`src/rtl/serdes_pkg.sv`:
```
// constants shared by the differential serdes block
package serdes_pkg;
    // ------------------------------------------------------------
    // register map (byte addresses, one word each)
    // ------------------------------------------------------------
    localparam logic [3:0] CTRL_ADDR = 4'h0;
    localparam logic [3:0] ROLL_ADDR = 4'h4;
    localparam logic [3:0] STAT_ADDR = 4'h8;
    // ------------------------------------------------------------
    // control field positions
    // ------------------------------------------------------------
    localparam int TX_FACTOR_POS = 0;
    localparam int RX_FACTOR_POS = 4;
    localparam int TX_CLKMODE_POS = 8;
    localparam int TX_CLKDIV_POS = 9;
    localparam int TX_CLKINV_POS = 12;
    localparam int TX_STEP_POS = 13;
    localparam int TX_BYPASS_POS = 16;
    localparam int TX_DDR_POS = 17;
    localparam int RX_BYPASS_POS = 18;
    localparam int RX_DDR_POS = 19;
    localparam int ALIGN_EN_POS = 20;
    localparam int SETTLE_MODE_POS = 21;
    localparam int CTRL_BITS = 22;
    // ------------------------------------------------------------
    // status field positions
    // ------------------------------------------------------------
    localparam int STAT_PHASE_POS = 0;
    localparam int STAT_SETTLED_POS = 3;
    localparam int STAT_SLIP_POS = 4;
    localparam int STAT_ROLL_POS = 8;
    // ------------------------------------------------------------
    // reset values and limits
    // ------------------------------------------------------------
    localparam logic [21:0] CTRL_RST = 22'h10_00AA;
    localparam logic [3:0] ROLL_RST = 4'hA;
    localparam logic [3:0] FACTOR_MIN = 4'h4;
    localparam logic [3:0] FACTOR_MAX = 4'hA;
    localparam logic [3:0] ROLL_MIN = 4'h1;
    localparam logic [3:0] ROLL_MAX = 4'hB;
    localparam int WORD_W = 10;
    localparam int PHASES = 8;
    localparam int RESYNC_DEPTH = 6;
    localparam logic [2:0] RESYNC_HALF = 3'h3;
    localparam logic [2:0] RESYNC_LAST = 3'h5;
    localparam int SLIP_HIST = 12;
    localparam logic [3:0] SETTLE_RUN = 4'h8;
    // training length the far end must send before lock is trusted
    localparam int TRAIN_REPEAT = 256;
    // forwarded clock ceiling and serial rate of clk_i
    localparam int FWD_CLK_MAX_MHZ = 717;
    localparam int CLK_MHZ = 200;
endpackage : serdes_pkg
```
`src/rtl/diff_serdes_with_phase_align.sv`:
```
// one serdes channel: serializer, forwarded clock, phase aligner, deserializer
`timescale 1ns/1ps
`default_nettype none
module diff_serdes_with_phase_align (
    input wire logic clk_i,                   // serial-rate clock
    input wire logic rst_i,                   // synchronous reset, high
    input wire logic wb_cyc_i,                // wishbone cycle
    input wire logic wb_stb_i,                // wishbone strobe
    input wire logic wb_we_i,                 // wishbone write
    input wire logic [3:0] wb_adr_i,          // wishbone byte address
    input wire logic [3:0] wb_sel_i,          // wishbone byte enables
    input wire logic [31:0] wb_dat_i,         // wishbone write data
    output logic [31:0] wb_dat_o,             // wishbone read data
    output logic wb_ack_o,                    // wishbone acknowledge
    input wire logic [9:0] tx_word_i,         // parallel transmit word
    output logic tx_load_o,                   // word taken this cycle
    input wire logic [1:0] tx_bypass_data_i,  // bypass register data
    output logic tx_serial_o,                 // serial line out
    output logic [2:0] tx_phase_step_o,       // extra 45 degree steps to pll
    input wire logic [7:0] rx_phase_samples_i,// line sampled on eight phases
    input wire logic phase_aligner_use_i,     // dynamic aligner enable
    input wire logic phase_select_freeze_i,   // hold current phase
    input wire logic phase_aligner_clear_i,   // reset aligner
    input wire logic resync_buffer_clear_i,   // reset resync buffer
    input wire logic word_slip_request_i,     // one-bit slip request
    output logic [9:0] rx_word_o,             // parallel receive word
    output logic rx_word_valid_o,             // word strobe
    output logic phase_settled_flag_o,        // aligner locked
    output logic slip_rollover_flag_o         // slip at rollover point
);
    // ------------------------------------------------------------
    // helpers
    // ------------------------------------------------------------
    function automatic logic [3:0] clamp_factor(input logic [3:0] f);
        logic [3:0] r;
        r = f;
        if (f < serdes_pkg::FACTOR_MIN)
            r = serdes_pkg::FACTOR_MIN;
        else if (f > serdes_pkg::FACTOR_MAX)
            r = serdes_pkg::FACTOR_MAX;
        return r;
    endfunction : clamp_factor

    // first edge in the eight samples; centre lies four phases later
    function automatic logic [2:0] best_phase(input logic [7:0] s, input logic [2:0] cur);
        logic [2:0] r;
        logic found;
        r = cur;
        found = 1'b0;
        for (int i = 1; i < serdes_pkg::PHASES; i++)
        begin
            if (!found && (s[i] != s[i-1]))
            begin
                r = 3'(i + 4);
                found = 1'b1;
            end
        end
        return r;
    endfunction : best_phase

    // ------------------------------------------------------------
    // wishbone registers
    // ------------------------------------------------------------
    logic [21:0] ctrl_r;
    logic [3:0] roll_r;
    logic ack_r;
    logic [31:0] rdat_r;
    logic [31:0] rdat_nxt;
    logic [31:0] wmask;
    logic req;
    logic [2:0] phase_r;
    logic settled_r;
    logic [3:0] slip_cnt_r;

    assign req = wb_cyc_i && wb_stb_i && !ack_r;
    assign wmask = {{8{wb_sel_i[3]}}, {8{wb_sel_i[2]}}, {8{wb_sel_i[1]}}, {8{wb_sel_i[0]}}};

    always_ff @(posedge clk_i)
    begin
        if (rst_i)
        begin
            ctrl_r <= serdes_pkg::CTRL_RST;
            roll_r <= serdes_pkg::ROLL_RST;
        end
        else if (req && wb_we_i)
        begin
            if (wb_adr_i == serdes_pkg::CTRL_ADDR)
                ctrl_r <= (ctrl_r & ~wmask[21:0]) | (wb_dat_i[21:0] & wmask[21:0]);
            else if (wb_adr_i == serdes_pkg::ROLL_ADDR && wb_sel_i[0])
                roll_r <= wb_dat_i[3:0];
        end
    end

    always_comb
    begin
        rdat_nxt = 32'h0000_0000;
        case (wb_adr_i)
            serdes_pkg::CTRL_ADDR: rdat_nxt[21:0] = ctrl_r;
            serdes_pkg::ROLL_ADDR: rdat_nxt[3:0] = roll_r;
            serdes_pkg::STAT_ADDR:
            begin
                rdat_nxt[serdes_pkg::STAT_PHASE_POS +: 3] = phase_r;
                rdat_nxt[serdes_pkg::STAT_SETTLED_POS] = settled_r;
                rdat_nxt[serdes_pkg::STAT_SLIP_POS +: 4] = slip_cnt_r;
                rdat_nxt[serdes_pkg::STAT_ROLL_POS] = slip_rollover_flag_o;
            end
            default: rdat_nxt = 32'h0000_0000;
        endcase
    end

    always_ff @(posedge clk_i)
    begin
        if (rst_i)
        begin
            ack_r <= 1'b0;
            rdat_r <= 32'h0000_0000;
        end
        else
        begin
            ack_r <= req;
            rdat_r <= rdat_nxt;
        end
    end
    assign wb_ack_o = ack_r;
    assign wb_dat_o = rdat_r;

    // ------------------------------------------------------------
    // static configuration fields
    // ------------------------------------------------------------
    logic [3:0] tx_factor;
    logic [3:0] rx_factor;
    logic [2:0] clk_div_code;
    logic clk_mode;
    logic tx_bypass;
    logic tx_ddr;
    logic rx_bypass;
    logic rx_ddr;
    logic align_on;
    logic settle_mode;
    logic [3:0] roll_pt;

    assign tx_factor = clamp_factor(ctrl_r[serdes_pkg::TX_FACTOR_POS +: 4]);
    assign rx_factor = clamp_factor(ctrl_r[serdes_pkg::RX_FACTOR_POS +: 4]);
    assign clk_mode = ctrl_r[serdes_pkg::TX_CLKMODE_POS];
    assign clk_div_code = ctrl_r[serdes_pkg::TX_CLKDIV_POS +: 3];
    assign tx_bypass = ctrl_r[serdes_pkg::TX_BYPASS_POS];
    assign tx_ddr = ctrl_r[serdes_pkg::TX_DDR_POS];
    assign rx_bypass = ctrl_r[serdes_pkg::RX_BYPASS_POS];
    assign rx_ddr = ctrl_r[serdes_pkg::RX_DDR_POS];
    // aligner dead when deserializer is bypassed
    assign align_on = ctrl_r[serdes_pkg::ALIGN_EN_POS] && phase_aligner_use_i && !rx_bypass;
    assign settle_mode = ctrl_r[serdes_pkg::SETTLE_MODE_POS];
    assign roll_pt = (roll_r < serdes_pkg::ROLL_MIN) ? serdes_pkg::ROLL_MIN :
                     (roll_r > serdes_pkg::ROLL_MAX) ? serdes_pkg::ROLL_MAX : roll_r;
    assign tx_phase_step_o = ctrl_r[serdes_pkg::TX_STEP_POS +: 3];

    // ------------------------------------------------------------
    // transmitter
    // ------------------------------------------------------------
    logic [3:0] tx_cnt_r;
    logic [9:0] tx_shift_r;
    logic [3:0] div_bits;
    logic [3:0] ck_cnt_r;
    logic ck_r;
    logic tx_line_nxt;

    // load pulse derived from the factor counter
    assign tx_load_o = (tx_cnt_r == 4'h0) && !tx_bypass;

    always_ff @(posedge clk_i)
    begin
        if (rst_i)
        begin
            tx_cnt_r <= 4'h0;
            tx_shift_r <= 10'h000;
        end
        else if (tx_load_o)
        begin
            tx_cnt_r <= tx_factor - 4'h1;
            // left justify so bit 9 always leaves first
            tx_shift_r <= 10'(tx_word_i << (4'hA - tx_factor));
        end
        else
        begin
            tx_cnt_r <= (tx_cnt_r == 4'h0) ? 4'h0 : tx_cnt_r - 4'h1;
            tx_shift_r <= {tx_shift_r[8:0], 1'b0};
        end
    end

    // divisor legal only where it fits the factor, else data rate
    always_comb
    begin
        div_bits = 4'h1;
        case (clk_div_code)
            3'h1: div_bits = tx_factor[0] ? 4'h1 : 4'h2;
            3'h2: div_bits = (tx_factor == 4'h4 || tx_factor == 4'h8) ? 4'h4 : 4'h1;
            3'h3: div_bits = (tx_factor == 4'h8) ? 4'h8 : 4'h1;
            3'h4: div_bits = (tx_factor == 4'hA) ? 4'hA : 4'h1;
            default: div_bits = 4'h1;
        endcase
    end

    always_ff @(posedge clk_i)
    begin
        if (rst_i)
        begin
            ck_cnt_r <= 4'h0;
            ck_r <= 1'b0;
        end
        else if (tx_load_o || ck_cnt_r >= div_bits - 4'h1)
        begin
            // restart on each load keeps clock framed to the word
            ck_cnt_r <= 4'h0;
            ck_r <= tx_load_o ? 1'b1 : !ck_r;
        end
        else
            ck_cnt_r <= ck_cnt_r + 4'h1;
    end

    always_comb
    begin
        if (tx_bypass)
            tx_line_nxt = (tx_ddr && ck_r) ? tx_bypass_data_i[1] : tx_bypass_data_i[0];
        else if (clk_mode)
            tx_line_nxt = ck_r ^ ctrl_r[serdes_pkg::TX_CLKINV_POS];
        else
            tx_line_nxt = tx_shift_r[9];
    end

    always_ff @(posedge clk_i)
    begin
        if (rst_i)
            tx_serial_o <= 1'b0;
        else
            tx_serial_o <= tx_line_nxt;
    end

    // ------------------------------------------------------------
    // phase aligner
    // ------------------------------------------------------------
    logic [7:0] smp_a_r;
    logic [7:0] smp_b_r;
    logic [2:0] want;
    logic [3:0] run_r;
    logic last_dir_r;
    logic moved_r;
    logic ever_lock_r;
    logic first_lock;
    logic move;
    logic move_dir;

    always_ff @(posedge clk_i)
    begin
        if (rst_i)
        begin
            smp_a_r <= 8'h00;
            smp_b_r <= 8'h00;
        end
        else
        begin
            smp_a_r <= rx_phase_samples_i;
            smp_b_r <= smp_a_r;
        end
    end

    assign want = best_phase(smp_b_r, phase_r);
    assign move = align_on && !phase_select_freeze_i && (want != phase_r);
    assign move_dir = 3'(want - phase_r) < 3'h4;

    always_ff @(posedge clk_i)
    begin
        if (rst_i || phase_aligner_clear_i)
        begin
            phase_r <= 3'h0;
            run_r <= 4'h0;
            settled_r <= 1'b0;
            last_dir_r <= 1'b0;
            moved_r <= 1'b0;
        end
        else if (!align_on)
        begin
            phase_r <= 3'h0;
            run_r <= 4'h0;
            settled_r <= 1'b0;
            moved_r <= 1'b0;
        end
        else if (move)
        begin
            phase_r <= want;
            run_r <= 4'h0;
            last_dir_r <= move_dir;
            moved_r <= 1'b1;
            // mode 0 drops on any move, mode 1 on second move same way
            if (!settle_mode || (moved_r && last_dir_r == move_dir))
                settled_r <= 1'b0;
        end
        else if (run_r == serdes_pkg::SETTLE_RUN)
        begin
            settled_r <= 1'b1;
            moved_r <= 1'b0;
        end
        else
            run_r <= run_r + 4'h1;
    end
    assign phase_settled_flag_o = settled_r;

    always_ff @(posedge clk_i)
    begin
        if (rst_i || phase_aligner_clear_i)
            ever_lock_r <= 1'b0;
        else if (settled_r)
            ever_lock_r <= 1'b1;
    end
    assign first_lock = settled_r && !ever_lock_r;

    // ------------------------------------------------------------
    // resync buffer
    // ------------------------------------------------------------
    logic [5:0] rsb_r;
    logic [2:0] wptr_r;
    logic [2:0] rptr_r;
    logic rsb_out;

    always_ff @(posedge clk_i)
    begin
        if (rst_i || resync_buffer_clear_i || first_lock)
        begin
            wptr_r <= serdes_pkg::RESYNC_HALF;
            rptr_r <= 3'h0;
            rsb_r <= 6'h00;
        end
        else
        begin
            rsb_r[wptr_r] <= smp_b_r[phase_r];
            wptr_r <= (wptr_r == serdes_pkg::RESYNC_LAST) ? 3'h0 : wptr_r + 3'h1;
            rptr_r <= (rptr_r == serdes_pkg::RESYNC_LAST) ? 3'h0 : rptr_r + 3'h1;
        end
    end
    assign rsb_out = rsb_r[rptr_r];

    // ------------------------------------------------------------
    // word slip
    // ------------------------------------------------------------
    logic [11:0] hist_r;
    logic slip_d_r;
    logic slip_rise;
    logic slip_bit;

    // request comes from fabric on this clock, so no synchroniser
    assign slip_rise = word_slip_request_i && !slip_d_r && !rx_bypass;

    always_ff @(posedge clk_i)
    begin
        if (rst_i)
        begin
            slip_d_r <= 1'b0;
            slip_cnt_r <= 4'h0;
            hist_r <= 12'h000;
        end
        else
        begin
            slip_d_r <= word_slip_request_i;
            hist_r <= {hist_r[10:0], rsb_out};
            if (slip_rise)
                slip_cnt_r <= (slip_cnt_r >= roll_pt) ? 4'h0 : slip_cnt_r + 4'h1;
        end
    end
    assign slip_bit = hist_r[slip_cnt_r];
    assign slip_rollover_flag_o = (slip_cnt_r == roll_pt);

    // ------------------------------------------------------------
    // deserializer
    // ------------------------------------------------------------
    logic [3:0] rx_cnt_r;
    logic [9:0] rx_shift_r;
    logic rx_in;

    assign rx_in = rx_bypass ? smp_b_r[0] : slip_bit;

    always_ff @(posedge clk_i)
    begin
        if (rst_i)
        begin
            rx_cnt_r <= 4'h0;
            rx_shift_r <= 10'h000;
            rx_word_o <= 10'h000;
            rx_word_valid_o <= 1'b0;
        end
        else if (rx_bypass)
        begin
            // input registers: single bit, or pair in double rate
            rx_shift_r <= {rx_shift_r[8:0], rx_in};
            rx_word_o <= rx_ddr ? {8'h00, rx_shift_r[0], rx_in} : {9'h000, rx_in};
            rx_word_valid_o <= 1'b1;
        end
        else
        begin
            rx_shift_r <= {rx_shift_r[8:0], rx_in};
            rx_word_valid_o <= (rx_cnt_r == rx_factor - 4'h1);
            if (rx_cnt_r == rx_factor - 4'h1)
            begin
                rx_cnt_r <= 4'h0;
                // first bit received lands in the word's top bit
                rx_word_o <= 10'({rx_shift_r[8:0], rx_in} & ((10'h001 << rx_factor) - 10'h001));
            end
            else
                rx_cnt_r <= rx_cnt_r + 4'h1;
        end
    end
endmodule : diff_serdes_with_phase_align
`default_nettype wire

```
`config.mk`:
```
export PLATFORM = sky130hd
export DESIGN_NAME = diff_serdes_with_phase_align
export DESIGN_NICKNAME = d
export VERILOG_FILES = /design/src/rtl/serdes_pkg.sv /design/src/rtl/diff_serdes_with_phase_align.sv
export SDC_FILE = /design/constraint.sdc
export NUM_CORES = 1
export LEC_CHECK = 0
export BUFFER_PORTS_ARGS = -buffer_cell sky130_fd_sc_hd__buf_4
export CORE_MARGIN = 2
export CORE_UTILIZATION = 55
export DETAILED_ROUTE_END_ITERATION = 6
export PLACE_DENSITY = 0.86
export SYNTH_ARGS = -nofsm -noshare
export SYNTH_HDL_FRONTEND = slang
export SYNTH_SLANG_ARGS = --single-unit
```
`constraint.sdc`:
```
create_clock -name clk_i -period 7.57 [get_ports clk_i]
set_input_delay 0.3785 -clock clk_i [delete_from_list [all_inputs] [get_ports clk_i]]
set_output_delay 0.3785 -clock clk_i [all_outputs]
set_load 0.02 [all_outputs]
```
Word-level counts from Yosys, hierarchy flattened:

Cells that the tools add are included.
Widths: inputs -> output; s select.

* register bits: 159
* bits in latches: 0
* RAM bits: 0
* memory bits (read-only): 0
* bits of input ports: 70
* output and inout port bits: 51
* word-level logic and storage cells: 204
* memories: 0

* add/sub/neg operators: 13
* multipliers: 0
* divide/modulo/power cells: 0
* order comparisons: 14
* eq/ne operators: 24
* shifts and indexed selects: 2
* muxes and demuxes: 55
* bitwise logic cells: 9
* reduce and logical (&&, ||, !) cells: 56

Operator list (count)
* $mux 4: 12
* $and 22x22->22: 2
* $mux 10: 3
* $mux 3: 8
* $not 22->22: 1
* $or 22x22->22: 1
* $logic_and 1x1->1: 21
* $mux 1: 21
* $add 4x1->4 const B: 4
* $eq 4x4->1 const B: 4
* $pmux 4 s4: 1
* $sub 4x1->4 const B: 4
* $logic_not 1->1: 14
* $gt 4x4->1 const B: 3
* $lt 3x4->1 const B: 3
* $pmux 4 s3: 1
* $reduce_or 2->1: 6
* $and 10x10->10: 1
* $pmux 5 s2: 1
* $shl 1x4->10 const A: 1
* $shl 10x4->10: 1
* $sub 10x1->10 const B: 1
* $eq 3x3->1 const B: 3
* $eq 4x3->1 const B: 2
* other kinds (29): 54

Depth between registers and ports, before layout:

* depth in word-level cells: 27
* gate-level depth with buffers: 17
* mapped depth without buffers: 15

Worst setup path after synthesis:

No wires, ideal clock.

* path kind: flip-flop to flip-flop
* from: register (tool-made name)
* to: register ck_r
* setup time: 132 ps
* arrival time: 3138 ps
* data required time: 7438 ps
* path slack: 4300 ps
* cell stages (with the launch flop): 18
* path buffers: 2
* period minus slack after synthesis: 3270 ps
* cells stage by stage: dfxtp_1 > buf_2 > nor3b_1 > o21a_1 > buf_2 > inv_1 > ha_1 > nand4b_1 > nor2_1 > a31oi_1 > nand2_1 > ha_1 > ha_1 > a21o_1 > a21o_1 > a21oi_1 > xor2_1 > a21oi_1

RTL lines
* end signal, assigned: line diff_serdes_with_phase_align.sv:214 `ck_r <= tx_load_o ? 1'b1 : !ck_r;`
* end, declared: line diff_serdes_with_phase_align.sv:164 `logic ck_r;`

==> run summary <==
R2R cell count: 15
FF-to-FF setup slack: 3.64 ns
Register area share after synthesis: 0.442
Filler instances: 968
Placement Rows: 40
RR Endpoint: ck_r$_SDFFE_PP0P_
Slew headroom: 0.197
1st-pass router iterations: 5
CTS HTree Levels: 4
Req. time, crit path: 7.86 ns
#FFs+latches synth: 149
Worst Hold Launch: phase_aligner_clear_i
Root Driver: clkbuf_16
Area delta synth->final: 19.5%
Final Cycle Share: 0.519
Top-area cell type share of the netlist area: 0.442
Initial Utilization: 0.562
Maximum clock rate: 0.255 GHz
Worst path arrival time: 4.22 ns
Placer Congestion: 0.885
Peak VDD IR: 0.000115 V
Top post-synthesis cells by count: 149 x dfxtp_1, 78 x nand2_1, 68 x nor2_1
Final setup violation count: 0
Fin area: 8070 µm²
Dominant synthesized flop cell: dfxtp_1
DR vias: 5468
CP Class: flop to flop
Worst Max-Slew Pin Slew: 1.19 ns
Share of layout cells above drive strength 1: 0.185
Die area: 13200 µm²
Reg clk slew, reported paths: 0.06 ns
Die width: 115 µm
Net count, final: 933
Detailed Route WL: 14300 µm
Initial antenna violation count: 0
Count leader, synth: dfxtp_1
Synth warnings: 0
Clock Sinks: 149
Pin count of the biggest net entering global routing: 47
Syn_area_per_cell: 8.95 µm²
# IOs: 121
Skew final: 0.00832 ns
Gates resized, CTS repair: 0
Crit path max fanout: 12
Final number of hold-violating endpoints: 0
RSZ-0062 raised after global routing: no
Slew Viols, Final: 0
Final WS setup: 3.64 ns
Max-cap check violation count: 0
Clock latency on the worst-skew pair: 0.42 ns
CP Capture Type: flop
CTS tree: done
Post-Syn Area: 6750 µm²
Vias in the first global route: 5011
Startpoint Class: flop
Initial drt markers: 306
Antenna Nets Post-Route: 0
Place WS: 3.68 ns
Post-route minimum period: 3.93 ns
Wirelength per Cell: 14.3 µm
Hold Path Sink: ever_lock_r$_SDFFE_PP0P_
Longest Clk Path Bufs: 2
Leakage: 3.34 nW
Hold Path Class: primary input to flop
Die Ht: 115 µm
First-pass GRT wire length: 23400 µm
Cts bufs inserted: 17
Post-Synthesis Cells: 754
Cells on Worst Hold Path: 2
Power Dens Cells: 220 nW/µm²
Area leader, netlist: dfxtp_1
Residual DRC: 0
Via-to-Cell Ratio: 5.49
TNS Setup: 0 ns
Number of synthesized flops with an enable pin: 0
Port Buffers: 99
Dominant cells by area after synthesis: dfxtp_1 44%, ha_1 5.0%, a21oi_1 4.7%
Status: completed
GRT overflow: 0
Hold_buf cts: 0
GRT Total Usage: 0.224
Distinct cells, synth: 64
HPWL Detailed: 10100 µm
Ys async rst share: 0
Antenna Cells: 0
# Post-CTS Setup Buffers: 0
Dpl cell area: 7490 µm²
Core Region: 12000 µm²
metal layers:
layer | track usage | wire length, µm | vias to the layer above
li1 | - | - | 2734
met4 | 0.0980 | 311 | 0
met1 | 0.281 | 6210 | 2550
met2 | 0.374 | 6980 | 153
met5 | 0 | 0 | -
met3 | 0.0501 | 789 | 31
worst max path at each step:
stage,start,to,slack (ns)
6_report,flop,ck_r$_SDFFE_PP0P_,3.64
5_1_grt,flop,ck_r$_SDFFE_PP0P_,3.26
4_1_cts,flop,ck_r$_SDFFE_PP0P_,3.63
3_5_place_dp,flop,ck_r$_SDFFE_PP0P_,3.68
3_3_place_gp,flop,ck_r$_SDFFE_PP0P_,3.81
2_1_floorplan,flop,ck_r$_SDFFE_PP0P_,4.30
cells by family after synthesis:
kind of cell               Yosys count  share of synthesized area
other                                2                    0.00111
and+or+nand+nor                    320                      0.239
AOI/OAI and AO/OA                  122                      0.109
adders and majority gates           27                     0.0500
xor gates and xnor gates            22                     0.0285
DFF                                149                      0.442
muxes                               41                     0.0812
buffers and inverters               71                     0.0487
cell usage in the layout, fill, tap and decap left out, types with 14 or more instances in the layout:
| cell type | instances |
|---|---|
| a21oi_1 | 64 |
| and2_1 | 14 |
| buf_4 | 101 |
| clkbuf_16 | 17 |
| dfxtp_1 | 149 |
| ha_1 | 27 |
| inv_1 | 22 |
| mux2i_1 | 27 |
| nand2_1 | 78 |
| nand3_1 | 45 |
| nor2_1 | 68 |
| nor2b_1 | 43 |
| nor3_1 | 16 |
| o21ai_0 | 16 |
worst max-delay path, cell delays in order, from the launching register on:
cell and delay, ns:
dfxtp_1 0.56, nor3b_1 0.25, o21a_1 0.55, inv_1 0.27, ha_1 0.25, nand4b_1 0.12, nor2_1 0.07, a31oi_1 0.19
nand2_1 0.11, ha_1 0.30, ha_1 0.27, a21o_1 0.16, a21o_1 0.16, a21oi_1 0.25, xor2_1 0.19, a21oi_1 0.09
per-stage QoR:
step | utilization | cells | hold slack (ns) | power [W]
5_1_grt | 0.672 | 996 | 0.142 | 0.00184
4_1_cts | 0.672 | 996 | 0.141 | 0.00179
3_5_place_dp | 0.624 | 964 | 0.424 | 0.000989
3_3_place_gp | 0.624 | 964 | 0.420 | 0.000986
6_report | 0.672 | 996 | 0.155 | 0.00178
2_1_floorplan | - | 764 | 0.414 | 0.000943
area by class of cell:
class | instances | area [µm²] | area share
Clock buffer | 24 | 502 | 0.0622
Multi-Input combinational cell | 544 | 3480 | 0.432
Inverter | 23 | 86.3 | 0.0107
Clock inverter | 8 | 72.6 | 0.00900
Tap cell | 147 | 184 | 0.0228
Sequential cell | 149 | 2980 | 0.370
Timing Repair Buffer | 101 | 758 | 0.0940
power by group:
part           internal (W)  switching, W
sequential         0.000807     0.0000195
combinational     0.0000673     0.0000805
clock              0.000493      0.000311
No activity file was read; power rests on OpenSTA's default activity.
